===== config.mk =====
export PLATFORM = sky130hd
export DESIGN_NAME = atsm_top
export DESIGN_NICKNAME = d
export VERILOG_FILES = /design/src/rtl/atsm_apb.v /design/src/rtl/atsm_sync.v /design/src/rtl/atsm_top.v
export VERILOG_INCLUDE_DIRS = /design/src /design/src/rtl
export SDC_FILE = /design/constraint.sdc
export NUM_CORES = 1
export LEC_CHECK = 0
export ABC_AREA = 0
export ABC_CLOCK_PERIOD_IN_PS = 2600
export BUFFER_PORTS_ARGS = -buffer_cell sky130_fd_sc_hd__buf_4
export CAP_MARGIN = 30
export CORE_ASPECT_RATIO = 1.5
export CORE_MARGIN = 2
export CORE_UTILIZATION = 50
export DETAILED_ROUTE_END_ITERATION = 16
export PLACE_DENSITY_LB_ADDON = 0.05
export SETUP_SLACK_MARGIN = 0.5
export SYNTH_ARGS = -nofsm -noshare
export SYNTH_HDL_FRONTEND = slang
export SYNTH_SLANG_ARGS = --single-unit

===== constraint.sdc =====
create_clock -name pclk -period 2.6 [get_ports pclk]
set_input_delay 0.52 -clock pclk [delete_from_list [all_inputs] [get_ports pclk]]
set_output_delay 0.52 -clock pclk [all_outputs]
set_load 0.02 [all_outputs]

===== src/rtl/atsm_defs.vh =====
`ifndef ATSM_DEFS_VH
`define ATSM_DEFS_VH

// register indices; the byte address on the bus is four times the index
`define ATSM_IDX_TXCTL   8'h1b
`define ATSM_IDX_PINSEL  8'h1d
`define ATSM_IDX_CH3     8'h20
`define ATSM_IDX_CH4     8'h21
`define ATSM_IDX_FMT     8'h30
`define ATSM_IDX_STAT    8'h31

// reset values
`define ATSM_RST_TXCTL   8'h00
`define ATSM_RST_PINSEL  8'h00
`define ATSM_RST_CH3     8'h02
`define ATSM_RST_CH4     8'h03
`define ATSM_RST_FMT     8'h00

// field positions
`define ATSM_FILL_BIT    6
`define ATSM_RSVD_BIT    7
`define ATSM_SRC_HI      6
`define ATSM_SRC_LO      5
`define ATSM_SLOT_HI     4
`define ATSM_SLOT_LO     0
`define ATSM_FMT_LR_BIT  0
`define ATSM_CH3_BIT     2
`define ATSM_CH4_BIT     3

// source codes for channels 3 and 4
`define ATSM_SRC_TRI     2'h0
`define ATSM_SRC_MEAS    2'h2

`endif


===== src/rtl/atsm_apb.v =====
`timescale 1ns/1ps
`include "atsm_defs.vh"
// apb register slave: zero wait states, error on unmapped addresses
module atsm_apb (
	input  wire        pclk,
	input  wire        presetn,
	input  wire [11:0] paddr,
	input  wire        psel,
	input  wire        penable,
	input  wire        pwrite,
	input  wire [31:0] pwdata,
	output reg  [31:0] prdata,
	output wire        pready,
	output wire        pslverr,
	input  wire [15:0] status,
	output reg  [7:0]  txctl,
	output reg  [7:0]  pin_sel,
	output reg  [7:0]  ch3_cfg,
	output reg  [7:0]  ch4_cfg,
	output reg  [7:0]  fmt
);
	wire [7:0]  idx;    // word index from the byte address
	wire        align;  // low and high address bits clear
	reg         hit;    // address maps to a register
	reg  [31:0] rd_mux; // read value for the addressed register
	wire        wr;     // write takes effect this edge

	assign idx     = paddr[9:2];
	assign align   = (paddr[1:0] == 2'h0) && (paddr[11:10] == 2'h0);
	assign pready  = 1'b1;
	assign pslverr = psel & penable & ~hit;
	assign wr      = psel & penable & pwrite & hit;

	// decode and read mux; unused bits read as zero
	always @*
	begin
		hit    = align;
		rd_mux = 32'h00000000;
		case (idx)
			`ATSM_IDX_TXCTL:  rd_mux[7:0] = txctl;
			`ATSM_IDX_PINSEL: rd_mux[7:0] = pin_sel;
			`ATSM_IDX_CH3:    rd_mux[7:0] = ch3_cfg;
			`ATSM_IDX_CH4:    rd_mux[7:0] = ch4_cfg;
			`ATSM_IDX_FMT:    rd_mux[7:0] = fmt;
			`ATSM_IDX_STAT:   rd_mux[15:0] = status;
			default:          hit = 1'b0;
		endcase
		if (!align)
			rd_mux = 32'h00000000;
	end

	// read data is captured in the setup cycle so it stands in access
	always @(posedge pclk or negedge presetn)
	begin
		if (!presetn)
			prdata <= 32'h00000000;
		else if (psel && !penable && !pwrite)
			prdata <= rd_mux;
	end

	// register writes; reserved bits are never stored
	always @(posedge pclk or negedge presetn)
	begin
		if (!presetn)
		begin
			txctl   <= `ATSM_RST_TXCTL;
			pin_sel <= `ATSM_RST_PINSEL;
			ch3_cfg <= `ATSM_RST_CH3;
			ch4_cfg <= `ATSM_RST_CH4;
			fmt     <= `ATSM_RST_FMT;
		end
		else if (wr)
		begin
			case (idx)
				`ATSM_IDX_TXCTL:
					txctl <= pwdata[7:0] & (8'h01 << `ATSM_FILL_BIT);
				`ATSM_IDX_PINSEL:
					pin_sel <= pwdata[7:0];
				`ATSM_IDX_CH3:
					ch3_cfg <= {1'b0, pwdata[6:0]};
				`ATSM_IDX_CH4:
					ch4_cfg <= {1'b0, pwdata[6:0]};
				`ATSM_IDX_FMT:
					fmt <= {7'h00, pwdata[`ATSM_FMT_LR_BIT]};
				default:
					fmt <= fmt;
			endcase
		end
	end
endmodule // atsm_apb


===== src/rtl/atsm_sync.v =====
`timescale 1ns/1ps
// three-stage synchroniser; the output moves only when stages two and
// three agree, so a single-cycle glitch past the first stage is dropped
module atsm_sync #(
	parameter W = 1
) (
	input  wire         clk,
	input  wire         rst_n,
	input  wire [W-1:0] async_in,
	output reg  [W-1:0] level
);
	reg [W-1:0] s1; // metastability catcher, read by s2 only
	reg [W-1:0] s2; // second stage
	reg [W-1:0] s3; // third stage

	// shift chain and agreement filter
	always @(posedge clk or negedge rst_n)
	begin
		if (!rst_n)
		begin
			s1    <= {W{1'b0}};
			s2    <= {W{1'b0}};
			s3    <= {W{1'b0}};
			level <= {W{1'b0}};
		end
		else
		begin
			s1    <= async_in;
			s2    <= s1;
			s3    <= s2;
			// take each bit whose last two stages agree
			level <= (s2 & ~(s2 ^ s3)) | (level & (s2 ^ s3));
		end
	end
endmodule // atsm_sync


===== src/rtl/atsm_top.v =====
// The implementer's own choice: register access over APB.
`timescale 1ns/1ps
`include "atsm_defs.vh"
// What this block does
// - pin-select bit n-1 routes channel n
// - channel 3/4 source 0 means high impedance
// - channel 3 source 2 sends battery data
// - channel 4 source 2 sends temperature data
// - 5-bit slot field, TDM or left/right halves
// - channel 3 resets to slot 2, tri-state
// - channel 4 resets to slot 3, tri-state
// - pin-select resets to zero, all primary
// - bit 7 of channel configs reads zero
// - unused cycles drive zero or high impedance
module atsm_top #(
	parameter SLOT_LOG2 = 5 // log2 of bit clocks per slot
) (
	input  wire                      pclk,
	input  wire                      presetn,
	input  wire [11:0]               paddr,
	input  wire                      psel,
	input  wire                      penable,
	input  wire                      pwrite,
	input  wire [31:0]               pwdata,
	output wire [31:0]               prdata,
	output wire                      pready,
	output wire                      pslverr,
	input  wire                      bclk_pin,
	input  wire                      fsync_pin,
	input  wire [(1<<SLOT_LOG2)-1:0] vbat_data,
	input  wire [(1<<SLOT_LOG2)-1:0] temp_data,
	output reg                       primary_data_out,
	output reg                       primary_data_oe,
	output reg                       secondary_data_out_pin,
	output reg                       secondary_data_out_pin_oe,
	output wire [7:0]                tx_pin_select,
	output wire                      link_running
);
	localparam SLOT_BITS = 1 << SLOT_LOG2;  // bits in one slot
	localparam POS_W     = SLOT_LOG2 + 5;   // 32 slots of bits

	// one-hot link states
	localparam [1:0] ST_IDLE = 2'b01; // no frame seen yet, pins off
	localparam [1:0] ST_RUN  = 2'b10; // framing locked

	// register file outputs
	wire [7:0] txctl;    // holds the unused-cycle fill bit
	wire [7:0] pin_sel;  // per-channel pin select
	wire [7:0] ch3_cfg;  // channel 3 source and slot
	wire [7:0] ch4_cfg;  // channel 4 source and slot
	wire [7:0] fmt;      // frame format, bit 0 set for I2S/LJ
	wire [15:0] status;  // state shown to software

	// synchronised link levels
	wire [1:0] link_lvl; // {fsync, bclk} after filtering
	wire       bclk_lvl; // filtered bit clock
	wire       fs_lvl;   // filtered frame sync

	// edge tracking
	reg        bclk_prev; // bit clock one pclk ago
	wire       bclk_rise; // bit clock rising edge seen
	wire       bclk_fall; // bit clock falling edge seen
	reg        fs_prev;   // frame sync at the previous bclk rise
	wire       fs_rise;   // frame sync went high
	wire       fs_fall;   // frame sync went low

	// frame position
	reg  [1:0]     state;    // link state
	reg  [1:0]     next_state;
	reg  [POS_W:0] pos;      // bit position in frame or half
	reg            half;     // 0 left half, 1 right half

	// frame-stable copies of the settings and data
	reg  [7:0]           sh_pin_sel;  // active pin selects
	reg  [7:0]           sh_ch3;      // active channel 3 config
	reg  [7:0]           sh_ch4;      // active channel 4 config
	reg                  sh_fill;     // active unused-cycle fill
	reg                  sh_lr;       // active I2S/LJ format
	reg  [SLOT_BITS-1:0] sh_vbat;     // battery word of this frame
	reg  [SLOT_BITS-1:0] sh_temp;     // temperature word

	// per-cycle slot decisions
	wire       hit3;       // channel 3 owns this bit clock
	wire       hit4;       // channel 4 owns this bit clock
	wire       bit3;       // channel 3 data bit
	wire       bit4;       // channel 4 data bit
	wire [1:0] drv_pri;    // {oe, value} for the primary pin
	wire [1:0] drv_sec;    // {oe, value} for the secondary pin
	wire [SLOT_LOG2-1:0] bit_idx; // msb-first index inside a slot

	// does a 5-bit slot field own the current position
	function slot_hit;
		input [4:0]     slot;
		input [POS_W:0] p;
		input           h;
		input           lr;
		begin
			if (p[POS_W])
				slot_hit = 1'b0; // past the last slot
			else if (lr)
				slot_hit = (h == slot[4]) && !p[POS_W-1] &&
					(p[POS_W-2:SLOT_LOG2] == slot[3:0]);
			else
				slot_hit = (p[POS_W-1:SLOT_LOG2] == slot);
		end
	endfunction

	// pin drive for one pin: channel 3 wins a clash with channel 4
	function [1:0] pin_drive;
		input       on3;
		input       on4;
		input [1:0] src3;
		input [1:0] src4;
		input       d3;
		input       d4;
		input       fill;
		begin
			if (on3)
				pin_drive = (src3 == `ATSM_SRC_MEAS) ?
					{1'b1, d3} : 2'b00;
			else if (on4)
				pin_drive = (src4 == `ATSM_SRC_MEAS) ?
					{1'b1, d4} : 2'b00;
			else
				pin_drive = fill ? 2'b00 : 2'b10;
		end
	endfunction

	// register slave
	atsm_apb u_apb (
		.pclk    (pclk),
		.presetn (presetn),
		.paddr   (paddr),
		.psel    (psel),
		.penable (penable),
		.pwrite  (pwrite),
		.pwdata  (pwdata),
		.prdata  (prdata),
		.pready  (pready),
		.pslverr (pslverr),
		.status  (status),
		.txctl   (txctl),
		.pin_sel (pin_sel),
		.ch3_cfg (ch3_cfg),
		.ch4_cfg (ch4_cfg),
		.fmt     (fmt)
	);

	// both link pins come from the host's clock domain
	atsm_sync #(
		.W (2)
	) u_sync (
		.clk      (pclk),
		.rst_n    (presetn),
		.async_in ({fsync_pin, bclk_pin}),
		.level    (link_lvl)
	);

	assign bclk_lvl  = link_lvl[0];
	assign fs_lvl    = link_lvl[1];
	assign bclk_rise = bclk_lvl & ~bclk_prev;
	assign bclk_fall = ~bclk_lvl & bclk_prev;
	assign fs_rise   = fs_lvl & ~fs_prev;
	assign fs_fall   = ~fs_lvl & fs_prev;

	// status: active pin selects above, running flag at bit 0
	assign status        = {sh_pin_sel, 7'h00, state[1]};
	assign tx_pin_select = sh_pin_sel;
	assign link_running  = state[1];

	// edge history; frame sync is only looked at on bclk rises
	always @(posedge pclk or negedge presetn)
	begin
		if (!presetn)
		begin
			bclk_prev <= 1'b0;
			fs_prev   <= 1'b0;
		end
		else
		begin
			bclk_prev <= bclk_lvl;
			if (bclk_rise)
				fs_prev <= fs_lvl;
		end
	end

	// link state: first frame sync rise starts the engine
	always @*
	begin
		case (state)
			ST_IDLE:
				next_state = (bclk_rise && fs_rise) ? ST_RUN : ST_IDLE;
			ST_RUN:
				next_state = ST_RUN;
			default:
				next_state = ST_IDLE;
		endcase
	end

	always @(posedge pclk or negedge presetn)
	begin
		if (!presetn)
			state <= ST_IDLE;
		else
			state <= next_state;
	end

	// bit position; restarts at each frame or half boundary and
	// saturates so a missing frame sync cannot wrap into slot 0
	always @(posedge pclk or negedge presetn)
	begin
		if (!presetn)
		begin
			pos  <= {(POS_W+1){1'b0}};
			half <= 1'b0;
		end
		else if (bclk_rise)
		begin
			if (fs_rise)
			begin
				pos  <= {(POS_W+1){1'b0}};
				half <= 1'b0;
			end
			else if (fs_fall && sh_lr)
			begin
				pos  <= {(POS_W+1){1'b0}};
				half <= 1'b1;
			end
			else if (!pos[POS_W])
				pos <= pos + {{POS_W{1'b0}}, 1'b1};
		end
	end

	// settings and measurement words are taken only at frame start,
	// so a frame never mixes old and new routing
	always @(posedge pclk or negedge presetn)
	begin
		if (!presetn)
		begin
			sh_pin_sel <= `ATSM_RST_PINSEL;
			sh_ch3     <= `ATSM_RST_CH3;
			sh_ch4     <= `ATSM_RST_CH4;
			sh_fill    <= 1'b0;
			sh_lr      <= 1'b0;
			sh_vbat    <= {SLOT_BITS{1'b0}};
			sh_temp    <= {SLOT_BITS{1'b0}};
		end
		else if (bclk_rise && fs_rise)
		begin
			sh_pin_sel <= pin_sel;
			sh_ch3     <= ch3_cfg;
			sh_ch4     <= ch4_cfg;
			sh_fill    <= txctl[`ATSM_FILL_BIT];
			sh_lr      <= fmt[`ATSM_FMT_LR_BIT];
			sh_vbat    <= vbat_data;
			sh_temp    <= temp_data;
		end
	end

	// slot ownership and msb-first data bits
	assign hit3 = slot_hit(sh_ch3[`ATSM_SLOT_HI:`ATSM_SLOT_LO],
		pos, half, sh_lr);
	assign hit4 = slot_hit(sh_ch4[`ATSM_SLOT_HI:`ATSM_SLOT_LO],
		pos, half, sh_lr);
	assign bit_idx = ~pos[SLOT_LOG2-1:0];
	assign bit3 = sh_vbat[bit_idx];
	assign bit4 = sh_temp[bit_idx];

	// route each channel to the pin its select bit names
	assign drv_pri = pin_drive(
		hit3 & ~sh_pin_sel[`ATSM_CH3_BIT],
		hit4 & ~sh_pin_sel[`ATSM_CH4_BIT],
		sh_ch3[`ATSM_SRC_HI:`ATSM_SRC_LO],
		sh_ch4[`ATSM_SRC_HI:`ATSM_SRC_LO],
		bit3, bit4, sh_fill);
	assign drv_sec = pin_drive(
		hit3 & sh_pin_sel[`ATSM_CH3_BIT],
		hit4 & sh_pin_sel[`ATSM_CH4_BIT],
		sh_ch3[`ATSM_SRC_HI:`ATSM_SRC_LO],
		sh_ch4[`ATSM_SRC_HI:`ATSM_SRC_LO],
		bit3, bit4, sh_fill);

	// pins change on bclk falls so the host samples a settled bit on
	// the following rise; until the first frame the pins stay off
	always @(posedge pclk or negedge presetn)
	begin
		if (!presetn)
		begin
			primary_data_out          <= 1'b0;
			primary_data_oe           <= 1'b0;
			secondary_data_out_pin    <= 1'b0;
			secondary_data_out_pin_oe <= 1'b0;
		end
		else if (bclk_fall)
		begin
			if (state == ST_RUN)
			begin
				primary_data_oe           <= drv_pri[1];
				primary_data_out          <= drv_pri[0];
				secondary_data_out_pin_oe <= drv_sec[1];
				secondary_data_out_pin    <= drv_sec[0];
			end
			else
			begin
				primary_data_oe           <= 1'b0;
				primary_data_out          <= 1'b0;
				secondary_data_out_pin_oe <= 1'b0;
				secondary_data_out_pin    <= 1'b0;
			end
		end
	end
endmodule // atsm_top


Word-level counts from Yosys, hierarchy flattened --
Cells that the tools add are included.
Storage, ports and cells: output and inout bits 47, logic and storage cells 124, input port bits 115, register bits after elaboration 172
Operators by class: equality and inequality tests 17, add/subtract/negate cells 1, muxes and demuxes 30, reductions and logical operators 23, bitwise operators 25, magnitude comparators 1
Operators by type and width (number):
- $pmux W8 S6 | 1
- $mux W11 | 3
- $eq A8 B6 Y1 const B | 4
- $eq A8 B5 Y1 const B | 2
- $mux W16 | 1
- $mux W2 | 8
- $reduce_and A2 Y1 | 7
- $mux W1 | 13
- $and A1 B1 Y1 | 12
- $add A11 B1 Y11 const B | 1
- $bmux W1 S5 | 2
- $eq A5 B5 Y1 | 2
- $logic_and A1 B1 Y1 | 9
- $eq A4 B4 Y1 | 2
- $mux W8 | 1
- $not A1 Y1 | 7
- $eq A2 B2 Y1 const B | 3
- $lt A5 B6 Y1 const B | 1
- $reduce_or A6 Y1 | 1
- $not A5 Y5 | 1
- $and A2 B2 Y2 | 2
- $logic_not A2 Y1 | 2
- $pmux W2 S2 | 1
- $logic_not A1 Y1 | 3
- 7 further kinds | 8

Depth between registers and ports, before layout --
Gate-level depths: netlist of the first run.
depth after elaboration 9, depth in mapped cells 7, depth with buffers taken out 7

Hierarchy --
A second synthesis of the first run with hierarchy kept.
Second synthesis, totals: cells, all modules 586, area total of the unflattened synthesis 7482.2 sq um
By module, submodules not included:
- atsm_top | times used 1, area each 5053.6 sq um, cells each 380, sequential area each 2707.6 sq um
- atsm_apb | times used 1, area each 2205.9 sq um, cells each 196, sequential area each 1004.7 sq um
- atsm_sync | times used 1, area each 222.7 sq um, cells each 10, sequential area each 200.2 sq um

Worst setup path after synthesis of the first run --
No wires, ideal clock.
path kind input -> register, from input paddr[1], to register u_apb.ch4_cfg[2], setup time 125 ps, arrival 2052 ps, data required time 2475 ps, setup slack 423 ps, cell stages on the path 4, path buffers 0, cell sequence or4_4 -> a211o_2 -> nor4_4 -> mux2_2
Between the ends: word-level cells in the longest chain between the ends 5
RTL lines:
- from (decl) | line atsm_top.v:20 | input wire [11:0] paddr,
- $logic_not A2 Y1 | line atsm_apb.v:29 | assign align = (paddr[1:0] == 2'h0) && (paddr[11:10] == 2'h0);
- $logic_and A1 B1 Y1 | line atsm_apb.v:29
- $mux W1 | line atsm_apb.v:39 | case (idx)
- $and A1 B1 Y1 | line atsm_apb.v:32 | assign wr = psel & penable & pwrite & hit;
- $reduce_and A2 Y1 (no source line)
- to (signal assigned) | line atsm_apb.v:69 | ch4_cfg <= `ATSM_RST_CH4;
- to (signal assigned) | line atsm_apb.v:82 | ch4_cfg <= {1'b0, pwdata[6:0]};
- to (decl) | line atsm_apb.v:19 | output reg [7:0] ch4_cfg,
Every way passes these cells. A chain may end at the register's enable or synchronous reset.

Worst setup path after layout of the first run --
from input paddr[1], to output pslverr
Between the ends: word-level cells in the longest chain between the ends 5
RTL lines:
- $logic_not A2 Y1 | line atsm_apb.v:29
- $logic_and A1 B1 Y1 | line atsm_apb.v:29
- $mux W1 | line atsm_apb.v:39
- $not A1 Y1 | line atsm_apb.v:31 | assign pslverr = psel & penable & ~hit;
- $and A1 B1 Y1 | line atsm_apb.v:31
- to (decl) | line atsm_top.v:27 | output wire pslverr,
Every way passes these cells.

==> results of run 1 <==
==> kinds of logic (layout without fill, tap and decap cells) <==
group	Yosys count	after routing	synth area share (%)
XOR/XNOR	20	20	2.45
AND/OR/NAND/NOR	115	115	9.09
flip-flops	156	156	54.7
AO/OA/AOI/OAI	57	57	5.86
buffers and inverters	50	183	3.86
adder cells (fa/ha/maj)	5	5	0.804
other	2	17	0.105
multiplexers	138	138	23.2
==> metal layers <==
layer	vias up	global-route usage, %
li1	2234	-
met1	2398	25.0
met2	142	38.4
met3	24	4.83
met4	0	8.04
met5	-	0
==> state kept, by name, indices dropped and copies added, names as in the netlist, 8 cells and up, named ones only <==
signal,count
tx_pin_select,8
sh_vbat,32
u_apb.pin_sel,8
sh_temp,32
pos,11
u_apb.prdata,16
==> final cells by class <==
type,instances,share of cell area (%)
inverter,8,0.333
tap,192,2.67
clock inverter,12,1.79
sequential,156,43.4
clock buffer,20,5.07
multi-input combinational,352,34.0
timing repair buffer,143,12.7
==> cell usage in the layout (no fill, tap or decap), types with 10 or more instances in the layout <==
cell / synthesis / routed
buf_4: 20 / 136
clkbuf_16: 0 / 18
conb_1: 2 / 17
dfrtp_1: 149 / 147
mux2_2: 122 / 122
mux4_2: 10 / 10
nand2_1: 23 / 23
nor2_1: 24 / 22
nor3_1: 10 / 10
o21ai_0: 16 / 15
xor2_1: 12 / 12
==> per-stage QoR <==
step / cell area, um^2 / hold WS, ps / total power (W)
3_3_place_gp: 8280 / 336 / 0.00489
2_1_floorplan: 7210 / 224 / 0.00443
6_report: 9010 / 41.6 / 0.00764
4_1_cts: 8940 / 55.7 / 0.00760
5_1_grt: 9010 / 77.3 / 0.00803
3_5_place_dp: 8280 / 341 / 0.00497
==> path summary, 6_finish.rpt <==
check	slack (ps)	to	start
max	540	pslverr	paddr[1]
min	40	u_apb.prdata[7]	presetn
max reg2reg	610	secondary_data_out_pin	state[0]
min reg2reg	350	u_sync.s2[1]	u_sync.s1[1]
max in group asynchronous	1840	state[0]	presetn
min in group pclk	200	u_sync.s1[1]	fsync_pin
==> critical path, stage by stage <==
cell and delay [ps]:
buf_4 110, or4_4 550, a21oi_2 150, nor2_1 60, buf_4 150
==> timing repair <==
action / in CTS / in global routing
pin swaps: 0 / 1
hold buffers: 0 / 0
endpoints found under the setup margin: 3 / 44
gates resized for setup: 5 / 7
setup buffers: 3 / 4
cloned: 0 / 1
==> power by group through the flow <==
stage	clock network, W	logic, W	registers [W]
after global placement	0	0.00161	0.00329
after detailed placement	0	0.00164	0.00333
after CTS	0.00262	0.00172	0.00325
after global routing	0.00273	0.00198	0.00333
final	0.00258	0.00181	0.00326
after floorplan	0	0.00128	0.00315
==> results.yml, run 1 <==
status:
  status: "finished, final reports clean"
finish:
  nNetsFinal: 796
  multi_input_area_um2: 3060
  fin_util_pct: 64.4
  fillers: 1134
  diodes: 0
  drive_above_1_share_pct: 48.2
  syn2layout_area_growth_pct: 25.9
  finalNonFillerCells: 883
  final-seq-area_um2: 3920
synth:
  ys_warn_count: 0
  synth.largest_area_cell: "dfrtp_1"
  syn_inst: 543
  ys.flop_type: "dfrtp_1"
  ys_seq_area_share_pct: 54.7
  synthMostInstantiatedCell: "dfrtp_1"
  synth_edf_count: 0
  syn-cell-area_um2: 7160
  synth_top_cells_by_count: "dfrtp_1 (149), mux2_2 (122), nor2_1 (24), nand2_1 (23), buf_4 (20)"
  avgSynthCellArea_um2: 13.2
  yosysTopAreaCellShare_pct: 52.1
  ys_async_sr_fraction_pct: 100
  synth_area_leaders: "dfrtp_1 (52%), mux2_2 (19%), mux4_2 (3.1%)"
  ys_ff_latch: 156
  synth_cell_types: 54
placement:
  place_inst: 843
  gp_congestion: 0.788
  port_buffers: 120
  dp_slack_ps: 208
  dp_hpwl_mm: 11.1
timing:
  finalMaxSlewViolations: 0
  setup_tns_ps: 0
  fin_ws_ps: 541
  min_period_over_period_pct: 79.2
  rsz0062_at_grt: "true"
  fmax_mhz: 486
  max_slew_margin_pct: 49.8
  fin_crit_ps: 2060
  fin_skew_ps: 4.11
  hold_viol: 0
  worstMarginPinSlew_ps: 753
  setup_viol: 0
power:
  power_frac_comb_pct: 23.6
  power_density_nw_per_um2: 848
  p_seq_share_pct: 42.6
  p_int_w: 0.00558
  pwr-share-clk_pct: 33.7
  p_sw_share_pct: 27.0
  power_leakage_nw: 4.17
  p_switching_w: 0.00206
  max-vdd-ir-drop_uv: 616
grt:
  grt_start_max_net_pins: 63
  groute.usage.overall_pct: 21.6
  first_global_vias: 5054
  grt_pass1_wl_mm: 25.4
  grt_overflow: 0
  antenna_found_initial: 0
worst_hold_path:
  hold_class: "input port to async pin"
clocking:
  numCtsBuffers: 17
  clock-root-buffer: "clkbuf_16"
  htree_levels: 4
  clk_latency_ps: 430
  cts_buffer_depth: 2
  cts_sinks: 156
  cts.reportedPaths.clkPinSlew_ps: 60
  cts_tree: "yes"
floorplan:
  design.portCount: 162
  die_w_um: 102
  dieHeight_um: 151
  design.die.area_um2: 15300
  row_count: 53
  start_util_pct: 51.2
  core_um2: 14000
route:
  routed_wl_mm: 15.5
  drtPass1Iterations: 5
  drtAntennaViolNets: 0
  vias: 4798
  wl_met1_mm: 6.05
  top_layer_used: "met4"
  dr_wl_met2_mm: 8.40
  wire_per_inst_um: 17.6
  via_per_inst: 5.43
  drt-initial-drc-count: 188
  drc_errors: 0
  wl_met3_um: 774
critical_path:
  end_kind: "output pin"
  crit_required_ps: 2080
  critPathKind: "input port to output pin"
  path_max_fanout: 3
  start_kind: "input port"
  r2r_cells: 7
  cp.arrival_ps: 1540
flow_run:
  maxCapViolations: 0
(Power assumes the default switching activity.)
==> run 2: changes to the inputs <==
--- a/config.mk
+++ b/config.mk
@@ -7,12 +7,12 @@
 export NUM_CORES = 1
 export LEC_CHECK = 0
 export ABC_AREA = 0
-export ABC_CLOCK_PERIOD_IN_PS = 2600
+export ABC_CLOCK_PERIOD_IN_PS = 1650
 export BUFFER_PORTS_ARGS = -buffer_cell sky130_fd_sc_hd__buf_4
 export CAP_MARGIN = 30
 export CORE_ASPECT_RATIO = 1.5
 export CORE_MARGIN = 2
-export CORE_UTILIZATION = 50
+export CORE_UTILIZATION = 49
 export DETAILED_ROUTE_END_ITERATION = 16
 export PLACE_DENSITY_LB_ADDON = 0.05
 export SETUP_SLACK_MARGIN = 0.5
==> constraint.sdc (replaced) <==
create_clock -name pclk -period 1.65 [get_ports pclk]
set_input_delay 0.33 -clock pclk [delete_from_list [all_inputs] [get_ports pclk]]
set_output_delay 0.33 -clock pclk [all_outputs]
set_load 0.02 [all_outputs]
==> run 2 against run 1 <==
Against the previous run: the run now ends with negative setup slack left; combinational power is 140% higher; clock-buffer cell count did not move; global-route usage is 4.7 points higher; sequential power is 59% higher; clock skew increased by 5.4 ps; register-to-register slack lost 1000 ps; critical path depth rose by 1; flip-flop and latch count is the same; first-iteration DRC count is 26% higher; total power up 75%; critical endpoint is now primary_data_out.
==> results.yml, run 2 (synthesized netlist as in run 1, its figures left out) <==
clocking:
  clock-root-buffer: "clkbuf_16"
  cts_sinks: 156
  numCtsBuffers: 17
  cts_tree: "yes"
  cts_buffer_depth: 2
  clk_latency_ps: 420
  cts.reportedPaths.clkPinSlew_ps: 70
  htree_levels: 4
finish:
  fillers: 840
  layout_common_cells: "buf_4 (162), dfrtp_1 (143), mux2_4 (113), buf_6 (78)"
  syn2layout_area_growth_pct: 59.1
  nNetsFinal: 925
  fin_area_um2: 11400
  drive_above_1_share_pct: 62.7
  final_common_cell: "buf_4"
  top_regs: "sh_temp (32), sh_vbat (32), u_apb.prdata (16)"
  diodes: 0
critical_path:
  critPathKind: "register to register"
  timing.critical_path.from: "pos[1]"
  crit_required_ps: 1930
  path_max_fanout: 10
  cp.buffers_inverters: 1
  end_kind: "register"
  r2r_slack_ps: -420
  cp.arrival_ps: 2350
  critPathSlowestCell: "mux4_2"
  r2r-start: "pos[1]"
  start_kind: "register"
  crit_chain: "buf_12, mux4_2, mux2i_2, o32ai_2, a222oi_1, o31ai_1"
  critPathTopFamily: "multiplexers"
  reg2reg_to: "primary_data_out"
  crit_path_max_incr_delay_ps: 510
  r2r_cells: 6
worst_hold_path:
  hold_class: "input port to register"
  min_path_cells: 1
  worstHoldStart: "bclk_pin"
  whs_endpoint: "u_sync.s1[0]"
power:
  p_int_w: 0.00960
  power_frac_comb_pct: 31.9
  p_switching_w: 0.00380
  power_density_nw_per_um2: 1180
  max-vdd-ir-drop_uv: 690
  p_sw_share_pct: 28.3
  p_seq_share_pct: 38.7
  power_leakage_nw: 5.29
  pwr-share-clk_pct: 29.4
placement:
  dp_slack_ps: -504
  dp_hpwl_mm: 12.8
  place_area_um2: 9350
  port_buffers: 120
  gp_congestion: 0.773
floorplan:
  core_um2: 14400
  design.die.area_um2: 15600
  dieHeight_um: 152
  design.portCount: 162
  die_w_um: 103
  start_util_pct: 49.7
  row_count: 54
timing:
  fin_crit_ps: 2070
  fin_ws_ps: -421
  finalMaxSlewViolations: 0
  fin_skew_ps: 9.49
  fmax_mhz: 483
  fin_hold_ws_ps: 14.3
  setup_tns_ps: -12080
  setup_viol: 102
  rsz0062_at_grt: "true"
  hold_viol: 0
  min_period_over_period_pct: 125
route:
  routed_wl_mm: 19.8
  wire_per_inst_um: 19.5
  via_per_inst: 5.37
  drtAntennaViolNets: 0
  drc_errors: 0
  vias: 5455
  drt-initial-drc-count: 237
  drtPass1Iterations: 4
status:
  violations: "negative setup slack"
  status: "finished, violations left"
grt:
  grt_start_max_net_pins: 52
  globalRouteMet2Util_pct: 47.5
  first_global_vias: 6080
  grt_pass1_wl_mm: 31.5
  grt_use_met1_pct: 29.6
  use_met3_pct: 5.52
  grt_overflow: 0
  antenna_found_initial: 0
  groute.usage.overall_pct: 26.2
  grt-busiest-layer: "met2"
flow_run:
  maxCapViolations: 0
[run 2: cell types whose count changed in the layout (fill, tap and decap cells not counted), sizes merged]
cell / before / now
buf: 142 / 270
bufinv: 3 / 1
clkinv: 7 / 5
clkinvlp: 0 / 2
dlygate4sd3: 0 / 2
inv: 10 / 12
clkbuf: 21 / 20
[run 2: how the worst max path moves through the flow]
stage	to	slack [ps]	cells after the start
5_1_grt	primary_data_out	-470	7
4_1_cts	primary_data_out	-400	6
2_1_floorplan	u_apb.ch4_cfg[2]	-320	4
3_3_place_gp	u_apb.pin_sel[3]	-460	5
6_report	primary_data_out	-420	6
3_5_place_dp	u_apb.pin_sel[5]	-500	5
[run 2: area by class of cell]
cell class	instances	area [um^2]	share of cell area, %
inverters	8	30.0	0.264
clock inverters	12	131	1.15
clock buffers	20	467	4.10
flip-flops and latches	156	3920	34.4
multi-input cells	352	3850	33.8
well taps	196	245	2.15
repair buffers	272	2750	24.1
[run 2: what timing repair did]
action | in CTS | in global routing
cloned | 10 | 0
gates resized for setup | 158 | 38
setup endpoints to repair | 177 | 220
pin swaps | 43 | 21
hold endpoints to repair | 45 | 1
hold buffers | 1 | 1
setup buffers | 42 | 18
[run 2: power groups by stage]
stage	sequential [W]	combinational, W	clock (W)
after global placement	0.00514	0.00361	0
after global routing	0.00526	0.00456	0.00416
after detailed placement	0.00519	0.00368	0
after floorplan	0.00501	0.00261	0
final	0.00518	0.00427	0.00394
after CTS	0.00515	0.00419	0.00398
[run 2: metrics by stage]
stage,power [W],utilization [%],std cells
floorplan,0.00762,-,558
global placement,0.00876,65.0,912
detailed placement,0.00887,65.0,912
CTS,0.0133,77.2,997
global route,0.0140,79.1,1016
finish,0.0134,79.1,1016
[run 2: routing by layer]
layer  vias up  part of all wire, %  wire length (um)
met1      2760                   36              7190
met2       165                   57             11200
met3        45                  4.3               848
met4         0                  2.8               556
met5         -                    0                 0
li1       2485                    -                 -
